`config.mk`:
```
export PLATFORM = sky130hd
export DESIGN_NAME = msc_comm
export DESIGN_NICKNAME = d
export VERILOG_FILES = /design/src/msc_pkg.sv /design/src/msc_comm.sv
export VERILOG_INCLUDE_DIRS = /design/src
export SDC_FILE = /design/constraint.sdc
export NUM_CORES = 1
export LEC_CHECK = 0
export BUFFER_PORTS_ARGS = -buffer_cell sky130_fd_sc_hd__buf_4
export CAP_MARGIN = 20
export CORE_MARGIN = 4
export CORE_UTILIZATION = 60
export DETAILED_ROUTE_END_ITERATION = 6
export PLACE_DENSITY = 0.78
export SLEW_MARGIN = 20
export SYNTH_ARGS = -nofsm -noshare
export SYNTH_HDL_FRONTEND = slang
export SYNTH_SLANG_ARGS = --single-unit
```
`constraint.sdc`:
```
create_clock -name ref_clk -period 29.6 [get_ports ref_clk]
set_input_delay 2.96 -clock ref_clk [delete_from_list [all_inputs] [get_ports ref_clk]]
set_output_delay 2.96 -clock ref_clk [all_outputs]
set_load 0.02 [all_outputs]
```
`src/msc_consts.svh`:
```
// offsets, field positions, reset values and timing counts for the comm block
`ifndef MSC_CONSTS_SVH
`define MSC_CONSTS_SVH

// ---------------------------------------------------------------
// parameter indices (low part of the group function code)
// ---------------------------------------------------------------
`define MSC_IDX_STATION 8'h00
`define MSC_IDX_CONFIG 8'h01
`define MSC_IDX_TIMEOUT 8'h02
`define MSC_IDX_DELAY 8'h03
`define MSC_IDX_RATIO 8'h04
`define MSC_IDX_SPARE 8'h05

// ---------------------------------------------------------------
// reset values and ranges
// ---------------------------------------------------------------
`define MSC_RST_STATION 16'h0001
`define MSC_RST_CONFIG 16'h0000
`define MSC_RST_TIMEOUT 16'h0064
`define MSC_RST_DELAY 16'h0005
`define MSC_RST_RATIO 16'h0064
`define MSC_MAX_STATION 16'h00f7
`define MSC_MAX_TIMEOUT 16'h03e8
`define MSC_MAX_DELAY 16'h00c8
`define MSC_MIN_RATIO 16'h0001
`define MSC_MAX_RATIO 16'h03e8
`define MSC_RATIO_SCALE 26'h0000064
`define MSC_BCAST_ADDR 8'h00

// ---------------------------------------------------------------
// config digit fields and codes
// ---------------------------------------------------------------
`define MSC_CFG_BAUD 3:0
`define MSC_CFG_PAR 7:4
`define MSC_CFG_POL 11:8
`define MSC_CFG_RSV 15:12
`define MSC_MAX_BAUD 4'h2
`define MSC_MAX_PAR 4'h2
`define MSC_MAX_POL 4'h3

// ---------------------------------------------------------------
// timing
// ---------------------------------------------------------------
`define MSC_CLK_HZ 50000000
`define MSC_BIT_CYC_9600 (`MSC_CLK_HZ / 9600)
`define MSC_BIT_CYC_19200 (`MSC_CLK_HZ / 19200)
`define MSC_BIT_CYC_38400 (`MSC_CLK_HZ / 38400)
`define MSC_MS_PER_TENTH 100
`define MSC_CYC_PER_MS (`MSC_CLK_HZ / 1000)

`endif

```
`src/msc_pkg.sv`:
```
// types shared by the serial comm configuration block
package msc_pkg;

  typedef enum logic [1:0] {
    MSC_POL_NORMAL = 2'h0,
    MSC_POL_OWN_ONLY = 2'h1,
    MSC_POL_SILENT = 2'h2,
    MSC_POL_NO_BC_COAST = 2'h3
  } msc_policy_t;

  typedef enum logic [2:0] {
    MSC_ST_IDLE = 3'b001,
    MSC_ST_WAIT = 3'b010,
    MSC_ST_SEND = 3'b100
  } msc_state_t;

  // one decoded request frame from the receive path
  typedef struct packed {
    logic valid;
    logic [7:0] addr;
    logic coast;
    logic has_freq;
    logic [15:0] freq;
  } msc_frame_t;

endpackage : msc_pkg

```
`src/msc_comm.sv`:
```
// station, line config, timeout watchdog, reply delay and frequency scaling
`timescale 1ns/1ps
`include "msc_consts.svh"

// Contract
// - station address 0..247 held, reset 1, and address 0 means broadcast.
// - low config digit picks 9600, 19200 or 38400 bit/s for both ends.
// - tens config digit picks no, even or odd parity for both ends.
// - hundreds digit 0 replies, 1 replies to own address only, 2 never.
// - with policy 3 a broadcast coast-to-stop command is ignored.
// - no valid frame within the 0.1..100.0 s interval flags a failure.
// - an interval of zero turns the timeout supervision off.
// - reply starts after a 0..200 ms turnaround delay, default 5 ms.
// - a delay shorter than the processing time uses the processing time.
// - a received frequency is scaled by a 0.01..10.00 linkage ratio.
module msc_comm #(
  parameter int CYC_PER_MS = `MSC_CYC_PER_MS,
  parameter int MS_PER_TENTH = `MSC_MS_PER_TENTH,
  parameter int PROC_CYC = 1000
) (
  input wire logic ref_clk,
  input wire logic rst,
  input wire logic par_wr,
  input wire logic par_rd,
  input wire logic [7:0] par_idx,
  input wire logic [15:0] par_wdata,
  output logic [15:0] par_rdata,
  output logic par_ack,
  output logic par_err,
  input msc_pkg::msc_frame_t frm,
  input wire logic tx_done,
  output logic bit_tick,
  output logic [1:0] baud_sel,
  output logic [1:0] parity_sel,
  output logic frame_hit,
  output logic reply_go,
  output logic reply_busy,
  output logic coast_cmd,
  output logic freq_valid,
  output logic [15:0] freq_out,
  output logic comm_fail
);

  // ---------------------------------------------------------------
  // parameter store
  // ---------------------------------------------------------------
  logic [15:0] station_r, station_nxt;
  logic [15:0] config_r, config_nxt;
  logic [15:0] timeout_r, timeout_nxt;
  logic [15:0] delay_r, delay_nxt;
  logic [15:0] ratio_r, ratio_nxt;
  logic [15:0] rdata_r, rdata_nxt;
  logic ack_r, ack_nxt;
  logic err_r, err_nxt;
  logic cfg_ok;
  logic tmo_written;

  // every config digit must be in range, else the whole write is refused
  assign cfg_ok = (par_wdata[`MSC_CFG_BAUD] <= `MSC_MAX_BAUD) &&
                  (par_wdata[`MSC_CFG_PAR] <= `MSC_MAX_PAR) &&
                  (par_wdata[`MSC_CFG_POL] <= `MSC_MAX_POL) &&
                  (par_wdata[`MSC_CFG_RSV] == 4'h0);
  assign tmo_written = par_wr && !err_nxt &&
                       (par_idx == `MSC_IDX_TIMEOUT);

  always_comb begin
    station_nxt = station_r;
    config_nxt = config_r;
    timeout_nxt = timeout_r;
    delay_nxt = delay_r;
    ratio_nxt = ratio_r;
    rdata_nxt = rdata_r;
    ack_nxt = par_wr || par_rd;
    err_nxt = 1'b0;
    if (par_wr) begin
      unique case (par_idx)
        `MSC_IDX_STATION: begin
          if (par_wdata <= `MSC_MAX_STATION) station_nxt = par_wdata;
          else err_nxt = 1'b1;
        end
        `MSC_IDX_CONFIG: begin
          if (cfg_ok) config_nxt = par_wdata;
          else err_nxt = 1'b1;
        end
        `MSC_IDX_TIMEOUT: begin
          if (par_wdata <= `MSC_MAX_TIMEOUT) timeout_nxt = par_wdata;
          else err_nxt = 1'b1;
        end
        `MSC_IDX_DELAY: begin
          if (par_wdata <= `MSC_MAX_DELAY) delay_nxt = par_wdata;
          else err_nxt = 1'b1;
        end
        `MSC_IDX_RATIO: begin
          if (par_wdata >= `MSC_MIN_RATIO && par_wdata <= `MSC_MAX_RATIO) begin
            ratio_nxt = par_wdata;
          end else begin
            err_nxt = 1'b1;
          end
        end
        `MSC_IDX_SPARE: err_nxt = (par_wdata != 16'h0000);
        default: err_nxt = 1'b1;
      endcase
    end else if (par_rd) begin
      unique case (par_idx)
        `MSC_IDX_STATION: rdata_nxt = station_r;
        `MSC_IDX_CONFIG: rdata_nxt = config_r;
        `MSC_IDX_TIMEOUT: rdata_nxt = timeout_r;
        `MSC_IDX_DELAY: rdata_nxt = delay_r;
        `MSC_IDX_RATIO: rdata_nxt = ratio_r;
        `MSC_IDX_SPARE: rdata_nxt = 16'h0000;
        default: begin
          rdata_nxt = 16'h0000;
          err_nxt = 1'b1;
        end
      endcase
    end
  end

  always_ff @(posedge ref_clk) begin
    if (rst) begin
      station_r <= `MSC_RST_STATION;
      config_r <= `MSC_RST_CONFIG;
      timeout_r <= `MSC_RST_TIMEOUT;
      delay_r <= `MSC_RST_DELAY;
      ratio_r <= `MSC_RST_RATIO;
      rdata_r <= 16'h0000;
      ack_r <= 1'b0;
      err_r <= 1'b0;
    end else begin
      station_r <= station_nxt;
      config_r <= config_nxt;
      timeout_r <= timeout_nxt;
      delay_r <= delay_nxt;
      ratio_r <= ratio_nxt;
      rdata_r <= rdata_nxt;
      ack_r <= ack_nxt;
      err_r <= err_nxt;
    end
  end

  // ---------------------------------------------------------------
  // line rate divider
  // ---------------------------------------------------------------
  logic [12:0] bit_cnt_r, bit_cnt_nxt;
  logic [12:0] bit_div;
  logic tick_r, tick_nxt;

  always_comb begin
    unique case (config_r[`MSC_CFG_BAUD])
      4'h1: bit_div = 13'(`MSC_BIT_CYC_19200);
      4'h2: bit_div = 13'(`MSC_BIT_CYC_38400);
      default: bit_div = 13'(`MSC_BIT_CYC_9600);
    endcase
    tick_nxt = 1'b0;
    bit_cnt_nxt = bit_cnt_r + 13'h0001;
    if (bit_cnt_r >= bit_div - 13'h0001) begin
      bit_cnt_nxt = 13'h0000;
      tick_nxt = 1'b1;
    end
  end

  always_ff @(posedge ref_clk) begin
    if (rst) begin
      bit_cnt_r <= 13'h0000;
      tick_r <= 1'b0;
    end else begin
      bit_cnt_r <= bit_cnt_nxt;
      tick_r <= tick_nxt;
    end
  end

  // ---------------------------------------------------------------
  // millisecond and tenth-second time base
  // ---------------------------------------------------------------
  logic [31:0] ms_cnt_r, ms_cnt_nxt;
  logic [7:0] tenth_cnt_r, tenth_cnt_nxt;
  logic ms_en, tenth_en;

  assign ms_en = (ms_cnt_r == 32'(CYC_PER_MS - 1));
  assign tenth_en = ms_en && (tenth_cnt_r == 8'(MS_PER_TENTH - 1));

  always_comb begin
    ms_cnt_nxt = ms_en ? 32'h00000000 : ms_cnt_r + 32'h00000001;
    tenth_cnt_nxt = tenth_cnt_r;
    if (ms_en) tenth_cnt_nxt = tenth_en ? 8'h00 : tenth_cnt_r + 8'h01;
  end

  always_ff @(posedge ref_clk) begin
    if (rst) begin
      ms_cnt_r <= 32'h00000000;
      tenth_cnt_r <= 8'h00;
    end else begin
      ms_cnt_r <= ms_cnt_nxt;
      tenth_cnt_r <= tenth_cnt_nxt;
    end
  end

  // ---------------------------------------------------------------
  // frame acceptance, policy and scaling
  // ---------------------------------------------------------------
  msc_pkg::msc_policy_t policy;
  logic is_bcast, is_own, accept, want_reply;
  logic hit_r, hit_nxt;
  logic coast_r, coast_nxt;
  logic fv_r, fv_nxt;
  logic [15:0] freq_r, freq_nxt;
  logic [25:0] scaled;

  assign policy = msc_pkg::msc_policy_t'(config_r[9:8]);
  assign is_bcast = (frm.addr == `MSC_BCAST_ADDR);
  assign is_own = !is_bcast && (frm.addr == station_r[7:0]);
  assign accept = frm.valid && (is_bcast || is_own);
  // product tops out near 2^26, so the quotient may exceed 16 bits
  assign scaled = (26'(frm.freq) * 26'(ratio_r)) / `MSC_RATIO_SCALE;

  always_comb begin
    want_reply = 1'b0;
    unique case (policy)
      msc_pkg::MSC_POL_OWN_ONLY: want_reply = accept && is_own;
      msc_pkg::MSC_POL_SILENT: want_reply = 1'b0;
      default: want_reply = accept;
    endcase
    hit_nxt = accept;
    coast_nxt = accept && frm.coast &&
                !(is_bcast && policy == msc_pkg::MSC_POL_NO_BC_COAST);
    fv_nxt = accept && frm.has_freq;
    freq_nxt = freq_r;
    if (fv_nxt) begin
      freq_nxt = (scaled > 26'h000ffff) ? 16'hffff : scaled[15:0];
    end
  end

  always_ff @(posedge ref_clk) begin
    if (rst) begin
      hit_r <= 1'b0;
      coast_r <= 1'b0;
      fv_r <= 1'b0;
      freq_r <= 16'h0000;
    end else begin
      hit_r <= hit_nxt;
      coast_r <= coast_nxt;
      fv_r <= fv_nxt;
      freq_r <= freq_nxt;
    end
  end

  // ---------------------------------------------------------------
  // reception timeout watchdog
  // ---------------------------------------------------------------
  logic [15:0] tmo_cnt_r, tmo_cnt_nxt;
  logic fail_r, fail_nxt;

  always_comb begin
    tmo_cnt_nxt = tmo_cnt_r;
    fail_nxt = fail_r;
    if (timeout_r == 16'h0000) begin
      tmo_cnt_nxt = 16'h0000;
      fail_nxt = 1'b0;
    end else if (tenth_en && tmo_cnt_r < timeout_r) begin
      tmo_cnt_nxt = tmo_cnt_r + 16'h0001;
      if (tmo_cnt_r + 16'h0001 >= timeout_r) fail_nxt = 1'b1;
    end
    // a frame in the same cycle outranks the expiry
    if (accept || tmo_written) begin
      tmo_cnt_nxt = 16'h0000;
      fail_nxt = 1'b0;
    end
  end

  always_ff @(posedge ref_clk) begin
    if (rst) begin
      tmo_cnt_r <= 16'h0000;
      fail_r <= 1'b0;
    end else begin
      tmo_cnt_r <= tmo_cnt_nxt;
      fail_r <= fail_nxt;
    end
  end

  // ---------------------------------------------------------------
  // reply turnaround
  // ---------------------------------------------------------------
  msc_pkg::msc_state_t state_r, state_nxt;
  logic [7:0] dly_cnt_r, dly_cnt_nxt;
  logic [31:0] proc_cnt_r, proc_cnt_nxt;
  logic go_r, go_nxt;
  logic busy_r, busy_nxt;
  logic dly_done, proc_done;

  // ms count is coarse: the first tick may land up to 1 ms early
  assign dly_done = (dly_cnt_r >= delay_r[7:0]);
  assign proc_done = (proc_cnt_r >= 32'(PROC_CYC));

  always_comb begin
    state_nxt = state_r;
    dly_cnt_nxt = dly_cnt_r;
    proc_cnt_nxt = proc_cnt_r;
    go_nxt = 1'b0;
    busy_nxt = busy_r;
    unique case (state_r)
      msc_pkg::MSC_ST_IDLE: begin
        if (want_reply) begin
          state_nxt = msc_pkg::MSC_ST_WAIT;
          dly_cnt_nxt = 8'h00;
          proc_cnt_nxt = 32'h00000000;
          busy_nxt = 1'b1;
        end
      end
      msc_pkg::MSC_ST_WAIT: begin
        if (ms_en && !dly_done) dly_cnt_nxt = dly_cnt_r + 8'h01;
        if (!proc_done) proc_cnt_nxt = proc_cnt_r + 32'h00000001;
        if (dly_done && proc_done) begin
          state_nxt = msc_pkg::MSC_ST_SEND;
          go_nxt = 1'b1;
        end
      end
      msc_pkg::MSC_ST_SEND: begin
        if (tx_done) begin
          state_nxt = msc_pkg::MSC_ST_IDLE;
          busy_nxt = 1'b0;
        end
      end
      default: begin
        state_nxt = msc_pkg::MSC_ST_IDLE;
        busy_nxt = 1'b0;
      end
    endcase
  end

  always_ff @(posedge ref_clk) begin
    if (rst) begin
      state_r <= msc_pkg::MSC_ST_IDLE;
      dly_cnt_r <= 8'h00;
      proc_cnt_r <= 32'h00000000;
      go_r <= 1'b0;
      busy_r <= 1'b0;
    end else begin
      state_r <= state_nxt;
      dly_cnt_r <= dly_cnt_nxt;
      proc_cnt_r <= proc_cnt_nxt;
      go_r <= go_nxt;
      busy_r <= busy_nxt;
    end
  end

  // ---------------------------------------------------------------
  // outputs
  // ---------------------------------------------------------------
  logic [1:0] baud_r, par_r;

  always_ff @(posedge ref_clk) begin
    if (rst) begin
      baud_r <= 2'h0;
      par_r <= 2'h0;
    end else begin
      baud_r <= config_r[1:0];
      par_r <= config_r[5:4];
    end
  end

  assign par_rdata = rdata_r;
  assign par_ack = ack_r;
  assign par_err = err_r;
  assign bit_tick = tick_r;
  assign baud_sel = baud_r;
  assign parity_sel = par_r;
  assign frame_hit = hit_r;
  assign reply_go = go_r;
  assign reply_busy = busy_r;
  assign coast_cmd = coast_r;
  assign freq_valid = fv_r;
  assign freq_out = freq_r;
  assign comm_fail = fail_r;

endmodule : msc_comm

```
Word level (Yosys, flattened, before mapping)
Cells that the tools add are included.

word-level totals
  logic and storage cells = 145
  bits of input ports = 56
  register bits = 237

cells by class
  reduce and logical (&&, ||, !) cells = 46
  multiplexer cells = 29
  $mul = 1
  bitwise gates (word level) = 2
  eq/ne operators = 21
  $lt $le $gt $ge = 13
  add/subtract/negate cells = 7
  divide/modulo/power cells = 1

operator list
  kind                                                                                    number
  16-bit case mux with 5 select lines                                                     1
  32-bit by 1-bit adder with 32-bit output (second input constant)                        2
  32-bit two-way mux                                                                      2
  32-bit case mux with 2 select lines                                                     1
  32-bit by 16-bit == test with 1-bit output (second input constant)                      1
  32-bit by 10-bit greater-or-equal comparator with 1-bit output (second input constant)  1
  16-bit by 8-bit <= comparator with 1-bit output (second input constant)                 2
  3-bit AND reduction                                                                     9
  26-bit by 7-bit divider with 26-bit output (second input constant)                      1
  26-bit by 16-bit > comparator with 1-bit output (second input constant)                 1
  16-bit by 16-bit multiplier with 26-bit output                                          1
  13-bit case mux with 2 select lines                                                     1
  8-bit two-way mux                                                                       3
  1-bit logical AND                                                                       17
  16-bit by 1-bit adder with 16-bit output (second input constant)                        1
  8-bit by 1-bit adder with 8-bit output (second input constant)                          2
  8-bit by 2-bit == test with 1-bit output (second input constant)                        2
  8-bit by 3-bit == test with 1-bit output (second input constant)                        2
  16-bit by 1-bit greater-or-equal comparator with 1-bit output (second input constant)   1
  16-bit greater-or-equal comparator                                                      1
  16-bit by 10-bit <= comparator with 1-bit output (second input constant)                1
  16-bit logical NOT                                                                      1
  8-bit logical NOT                                                                       2
  16-bit < comparator                                                                     1
  34 further kinds                                                                        63

Longest topological paths before layout
Gate-level depths: netlist of run 1.

  word-level depth = 12
  mapped depth = 71
  mapped depth without buffers = 60

Least setup slack after synthesis of run 1
Ideal clock, no wire load.

  path type = input-to-reg
  start = input port frm[11] (netlist name)
  end = register freq_r[0], in the netlist freq_out[0]
  buffers on the path = 2
  setup time = 119 ps
  arrival time = 18170 ps
  required time = 29481 ps
  stages on the path = 58
  slack = 11311 ps
  cells stage by stage = clkbuf_1 -> nand2_1 -> fa_1 -> inv_1 -> fa_1 -> inv_1 -> fa_1 -> inv_1 -> fa_1 -> fa_1 -> inv_1 -> fa_1 -> inv_1 -> ha_1 -> buf_2 -> and2_1 -> o211a_1 -> a211oi_1 -> [22 not listed] -> o32a_1 -> a211oi_2 -> o211ai_4 -> o311ai_2 -> mux2_2 -> o41ai_4 -> nor3_2 -> a2111oi_4 -> nor2_2 -> a21boi_2 -> nor2_1 -> xor2_1 -> a21boi_1 -> or2_1 -> mux2_2 -> and3b_1 -> a2111o_1 -> o221a_1

between the ends
  cells in the longest elaborated chain, start to end = 4

RTL lines
  element                                                          line             source
  from (decl)                                                      msc_comm.sv:30   input msc_pkg::msc_frame_t frm,
  16-bit by 16-bit multiplier with 26-bit output (*)               msc_comm.sv:214  assign scaled = (26'(frm.freq) * 26'(ratio_r)) / `MSC_RATIO_SCALE;
  26-bit by 7-bit divider with 26-bit output (no source line) (*)  n/a
  26-bit by 16-bit > comparator with 1-bit output                  msc_comm.sv:229  freq_nxt = (scaled > 26'h000ffff) ? 16'hffff : scaled[15:0];
  16-bit two-way mux (*)                                           msc_comm.sv:229
  to (signal assigned)                                             msc_comm.sv:243  freq_r <= freq_nxt;
  to (decl)                                                        msc_comm.sv:206  logic [15:0] freq_r, freq_nxt;

Every way passes the cells marked *; elsewhere a longest branch is shown, timed or not.
A chain may end at the register's enable or synchronous reset.

Final worst setup path of run 1
  start = input port frm[4] (netlist name)
  end = register freq_r[0], in the netlist freq_out[0]

Same word-level chain as after synthesis.

==> results.md, run 1 <==
- Share of layout cells above drive strength 1: 0.0953
- Post-Syn Instances: 2,832
- All-layer global routing usage: 0.283
- Clock root buffer: clkbuf_16
- Netlist cell types: 127
- Avg Synthesized Cell Area: 8.37 µm²
- Drt wl/cell: 18.0 µm
- Top_reg_cell synth: dfxtp_1
- Worst EP required: 30,100 ps
- Synth Register Bits: 237
- IO Pins: 101
- Row count: 72
- Max Cap Violations: 0
- Worst R2R End: freq_out[0]
- Critical path's slowest cell: a221oi_2
- Skew-Pair Late Insertion Delay: 560 ps
- Status: completed
- Max-slew violation count: 0
- Vias in the first global route: 20,800
- Clk slew on worst S/H paths: 60 ps
- GRT overflow: 0
- Synth warn: 0
- Nets@finish: 3,228
- Port Buf Inserts: 100
- First-pass GRT wire length: 102 mm
- Die area: 42,800 µm²
- CTS Buffer Depth: 3
- Post-Syn Area: 23,700 µm²
- Post-DRT Antenna Nets: 0
- Clk sinks: 237
- Die Ht: 207 µm
- Iteration count of the initial detailed-routing pass: 7
- Final Instance Count excl. Fillers: 3,393
- DIE WIDTH: 207 µm
- RSZ-0062 raised after global routing: false
- Largest net degree at the start of global routing: 77
- Post-CTS Hold Fix Bufs: 0
- CP Class: input port to flip-flop
- Placed wire-length estimate: 47.0 mm
- Final WL: 61.2 mm
- Starting DRT DRC Count: 1,502
- R2R cell count: 57
- Rel. slew slack: 0.225
- Syn_nets: 3,205
- Most common cell after layout, fill and taps aside: nand2_1
- Layout area overhead: 8.08%
- Vias post-DR: 20,900
- Final hold viol count: 0
- Core area: 38,800 µm²
- Worst path max stage delay: 790 ps
- CTS H-tree depth: 1
- Initial antenna violation count: 0
- Crit path time final: 20,770 ps
- Leading area contributor after synthesis: dfxtp_1
- GP Congestion: 0.915
- Worst Tran Pin Value: 1160 ps
- Most frequent cells in the layout: nand2_1 (270), nor2_1 (263), inv_1 (243), dfxtp_1 (237), fa_1 (181)
- Crit path arrival time: 21,270 ps
- CTS tree: built
- Final TNS setup: 0 ps
- Period utilization: 0.702
- Placed Instances: 3,344
- Seq/Total Area, Yosys: 0.200
- Most used cell, CP: fa_1
- Post-CTS Setup Inserts: 0
- Setup crit end: freq_out[0]
- Worst Setup End Kind: flip-flop
- Worst setup SP type: input port
- Vias per inst: 6.16
- PostCTS Resize Cnt: 0
- Dominant cells by area after synthesis: dfxtp_1 (20%), fa_1 (15%), ha_1 (7.2%)
- Clock Skew: 34.9 ps
- Fmax: 48.1 MHz
- Hold slack: 460 ps
- Number of fill cells: 3,197
- N_diodes: 0
- Synth top area share: 0.200
- Initial Utilization: 0.611
- Reg2Reg Setup Slack: 10,560 ps
- Final setup vio count: 0
- Crit. Startpoint: frm[4]
- Hold WC Path Type: flip-flop to flip-flop
- FF-to-FF Start: ratio_r[9]
- Inserted Clock Buffers: 26
- Async SR Flop Fraction: 0
- Post-synth EDFFs: 0
- Drt drc: 0
- Critical path fanouts, max: 17
-- per-stage QoR --
| stage | utilization | setup WS, ps | cell area [µm²] |
|---|---|---|---|
| floorplan | - | 11310 | 23700 |
| global placement | 0.635 | 9010 | 24700 |
| detailed placement | 0.636 | 8490 | 24700 |
| CTS | 0.660 | 9100 | 25600 |
| global route | 0.660 | 7720 | 25600 |
| finish | 0.660 | 8830 | 25600 |
-- routing by layer --
metal	global-route usage	up-vias	share of wire	wire length [µm]
li1	-	9874	-	-
met1	0.374	10100	0.42	25700
met5	0	-	0	0
met4	0.0923	0	0.032	1960
met2	0.482	816	0.48	29300
met3	0.0406	145	0.070	4270
-- how the worst min path moves through the flow --
stage                             start            end  slack, ps  cells after the start
after global placement       delay_r[9]     delay_r[9]        440                      1
after floorplan           station_r[10]  station_r[10]        430                      1
after global routing      station_r[10]  station_r[10]        470                      1
final                      config_r[15]   config_r[15]        460                      1
after detailed placement  station_r[14]  station_r[14]        440                      1
after CTS                  config_r[11]   config_r[11]        460                      1
-- sequential cells by signal, summed over array words and instances, names as in the netlist, 2 cells and up --
signal / flops
tenth_cnt_r: 8
delay_r: 16
state_r: 3
freq_out: 16
ms_cnt_r: 32
config_r: 16
dly_cnt_r: 8
timeout_r: 16
bit_cnt_r: 13
ratio_r: 16
proc_cnt_r: 32
baud_sel: 2
par_rdata: 16
tmo_cnt_r: 16
station_r: 16
parity_sel: 2
-- synth_stat cells (24+ instances only) --
master    instances
a211oi_1         31
a21o_1           29
a21oi_1         116
a22oi_1          26
and2_1          180
and3_1           39
clkbuf_1         81
dfxtp_1         237
fa_1            181
ha_1            136
inv_1           243
mux2i_1          72
nand2_1         270
nand2b_1         27
nand3_1          62
nand4_1          26
nor2_1          265
nor3_1           50
nor4_1           28
o211ai_1         28
o21ai_0         119
or3_1            24
xnor2_1          81
xor2_1           64
-- critical path, delay by kind of cell --
family	cells	cell delay (ps)
muxes	2	750
AOI/OAI and AO/OA	30	9860
adders and majority gates	7	3600
and+or+nand+nor	13	3260
buffers and inverters	3	270
xor gates and xnor gates	2	540
-- area by class of cell --
cell class,instances,area (µm²),area share
repair buffers,115,867,0.0338
clock buffers,39,800,0.0312
clock inverters,9,120,0.00469
well taps,518,648,0.0253
inverters,243,912,0.0356
flip-flops and latches,237,4740,0.185
multi-input cells,2232,17500,0.684
-- kinds of logic (layout without fill, tap and decap cells) --
family / Yosys count / count (layout) / share of synthesized area
adder cells (fa/ha/maj): 320 / 320 / 0.226
multiplexers: 82 / 82 / 0.0357
AO/OA/AOI/OAI: 619 / 619 / 0.197
AND/OR/NAND/NOR: 1065 / 1065 / 0.225
flip-flops: 237 / 237 / 0.200
other: 1 / 1 / 0.000158
buffers and inverters: 363 / 406 / 0.0625
XOR/XNOR: 145 / 145 / 0.0536
Power of run 1 is left out: the tool's default activity adds up to more than one toggle a clock period on the data nets, which glitch-free logic cannot reach.
==> run 2, diff against run 1 <==
CORE_UTILIZATION = 58   (was 60)
PLACE_DENSITY = 0.79   (was 0.78)
clock period = 16.7 ns   (was 29.6 ns; I/O delays follow)
==> results.md, run 2 (synthesis gave the netlist of run 1 again) <==
- GP Congestion: 0.983
- Initial antenna violation count: 0
- Met2 GRT Util: 0.558
- Placed wire-length estimate: 52.9 mm
- Worst EP required: 17,140 ps
- CP Class: input port to flip-flop
- Hold WC Path Type: flip-flop to flip-flop
- Skew-Pair Late Insertion Delay: 560 ps
- Crit path time final: 17,160 ps
- Drt drc: 0
- Clock Skew: 25.3 ps
- Final WL: 74.5 mm
- Drt wl/cell: 19.1 µm
- RSZ-0062 raised after global routing: true
- Core area: 40,100 µm²
- Hold Path End: config_r[10]
- Clock root buffer: clkbuf_16
- GRT overflow: 0
- Final hold viol count: 0
- Final TNS setup: -530 ps
- CTS Buffer Depth: 3
- DIE WIDTH: 210 µm
- Critical path fanouts, max: 10
- CTS H-tree depth: 1
- Max Cap Violations: 0
- Final setup vio count: 2
- Hold path cells: 1
- GRT Max-Usage Layer: met2
- Dpl cell area: 27,900 µm²
- Met3 usage: 0.0439
- IO Pins: 101
- Most frequent cells in the layout: buf_4 (580), nand2_1 (258), nor2_1 (251), dfxtp_1 (237), inv_1 (235)
- Port Buf Inserts: 100
- Met1 usage: 0.385
- Clk slew on worst S/H paths: 60 ps
- Worst setup SP type: input port
- Max-slew violation count: 0
- Worst Tran Pin Value: 1080 ps
- Critical path's slowest cell: fa_2
- R2R cell count: 64
- Clk sinks: 237
- Post-route cell area: 31,400 µm²
- HP Start: config_r[10]
- Die area: 44,200 µm²
- Inserted Clock Buffers: 26
- Crit path arrival time: 17,600 ps
- N_diodes: 0
- Largest net degree at the start of global routing: 77
- Biggest regs: ms_cnt_r: 32 flops, proc_cnt_r: 32 flops
- Failing checks: setup timing
- Number of fill cells: 2,528
- Iteration count of the initial detailed-routing pass: 7
- Most used cell, CP: buf_4
- Period utilization: 1.03
- Rel. slew slack: 0.278
- Starting DRT DRC Count: 1,754
- Die Ht: 210 µm
- Reg2Reg Setup Slack: 120 ps
- All-layer global routing usage: 0.312
- Worst R2R End: freq_out[0]
- Share of layout cells above drive strength 1: 0.296
- FF-to-FF Start: ratio_r[5]
- Vias post-DR: 23,600
- Status: complete, but fails checks
- Layout area overhead: 32.2%
- Post-route setup slack: -465 ps
- CTS tree: built
- Post-DRT Antenna Nets: 0
- Vias in the first global route: 23,800
- Initial Utilization: 0.591
- Worst Setup End Kind: flip-flop
- Row count: 73
- Fmax: 58.3 MHz
- Vias per inst: 6.05
- Worst path max stage delay: 590 ps
- Nets@finish: 3,722
- First-pass GRT wire length: 117 mm
- Most common cell after layout, fill and taps aside: buf_4
run 2: cell types whose count changed in the layout (fill, tap and decap cells not counted), moves of 12 or more:
| cell | before | now |
|---|---|---|
| a21oi_2 | 2 | 14 |
| nor2_1 | 263 | 251 |
| ha_4 | 0 | 12 |
| o31ai_1 | 19 | 7 |
| buf_4 | 114 | 580 |
| o21ai_0 | 119 | 106 |
| buf_6 | 1 | 21 |
| a21oi_1 | 116 | 94 |
| nor3_1 | 49 | 33 |
| nand2_1 | 270 | 258 |
| ha_1 | 136 | 123 |
run 2: what timing repair did:
action                                  in CTS  in global routing
pin swaps                                   62                150
endpoints found under the setup margin       2                  3
endpoints found under the hold margin        0                  0
hold buffers                                 0                  0
gates resized for setup                    138                208
setup buffers                               36                 62
run 2: worst max-delay path by stage:
stage,cells past startpoint,startpoint,endpoint
floorplan,61,frm[14],freq_out[0]
global placement,65,frm[4],freq_out[0]
detailed placement,63,frm[11],freq_out[0]
CTS,71,frm[11],freq_out[0]
global route,72,frm[11],freq_out[0]
finish,71,frm[6],freq_out[0]
run 2: layout make-up:
class	count	area (µm²)	area share
tap	525	657	0.0210
clock inverter	14	189	0.00603
timing repair buffer	609	4750	0.151
clock buffer	33	728	0.0232
inverter	243	912	0.0291
multi-input combinational	2232	19400	0.618
sequential	237	4740	0.151
run 2: stage by stage:
| step | utilization | cells | hold WS, ps | worst slack (ps) |
|---|---|---|---|---|
| 3_3_place_gp | 0.695 | 3748 | 440 | -820 |
| 3_5_place_dp | 0.695 | 3748 | 443 | -1260 |
| 4_1_cts | 0.744 | 3831 | 462 | -82.1 |
| 2_1_floorplan | - | 2832 | 429 | 11.1 |
| 6_report | 0.782 | 3893 | 459 | -465 |
| 5_1_grt | 0.782 | 3893 | 477 | -1050 |
run 2: worst max-delay path, delay by kind of cell:
kind	cells	cell delay, ps
multiplexers	1	290
XOR/XNOR	2	210
adder cells (fa/ha/maj)	8	3670
AO/OA/AOI/OAI	28	6960
buffers and inverters	21	2700
AND/OR/NAND/NOR	11	2080
run 2: metal layers:
| metal | vias up | wire length, µm |
|---|---|---|
| li1 | 10800 | - |
| met3 | 274 | 4900 |
| met5 | - | 0 |
| met1 | 11400 | 28800 |
| met2 | 1010 | 37600 |
| met4 | 0 | 3240 |
Power of run 2 is left out for the same reason.
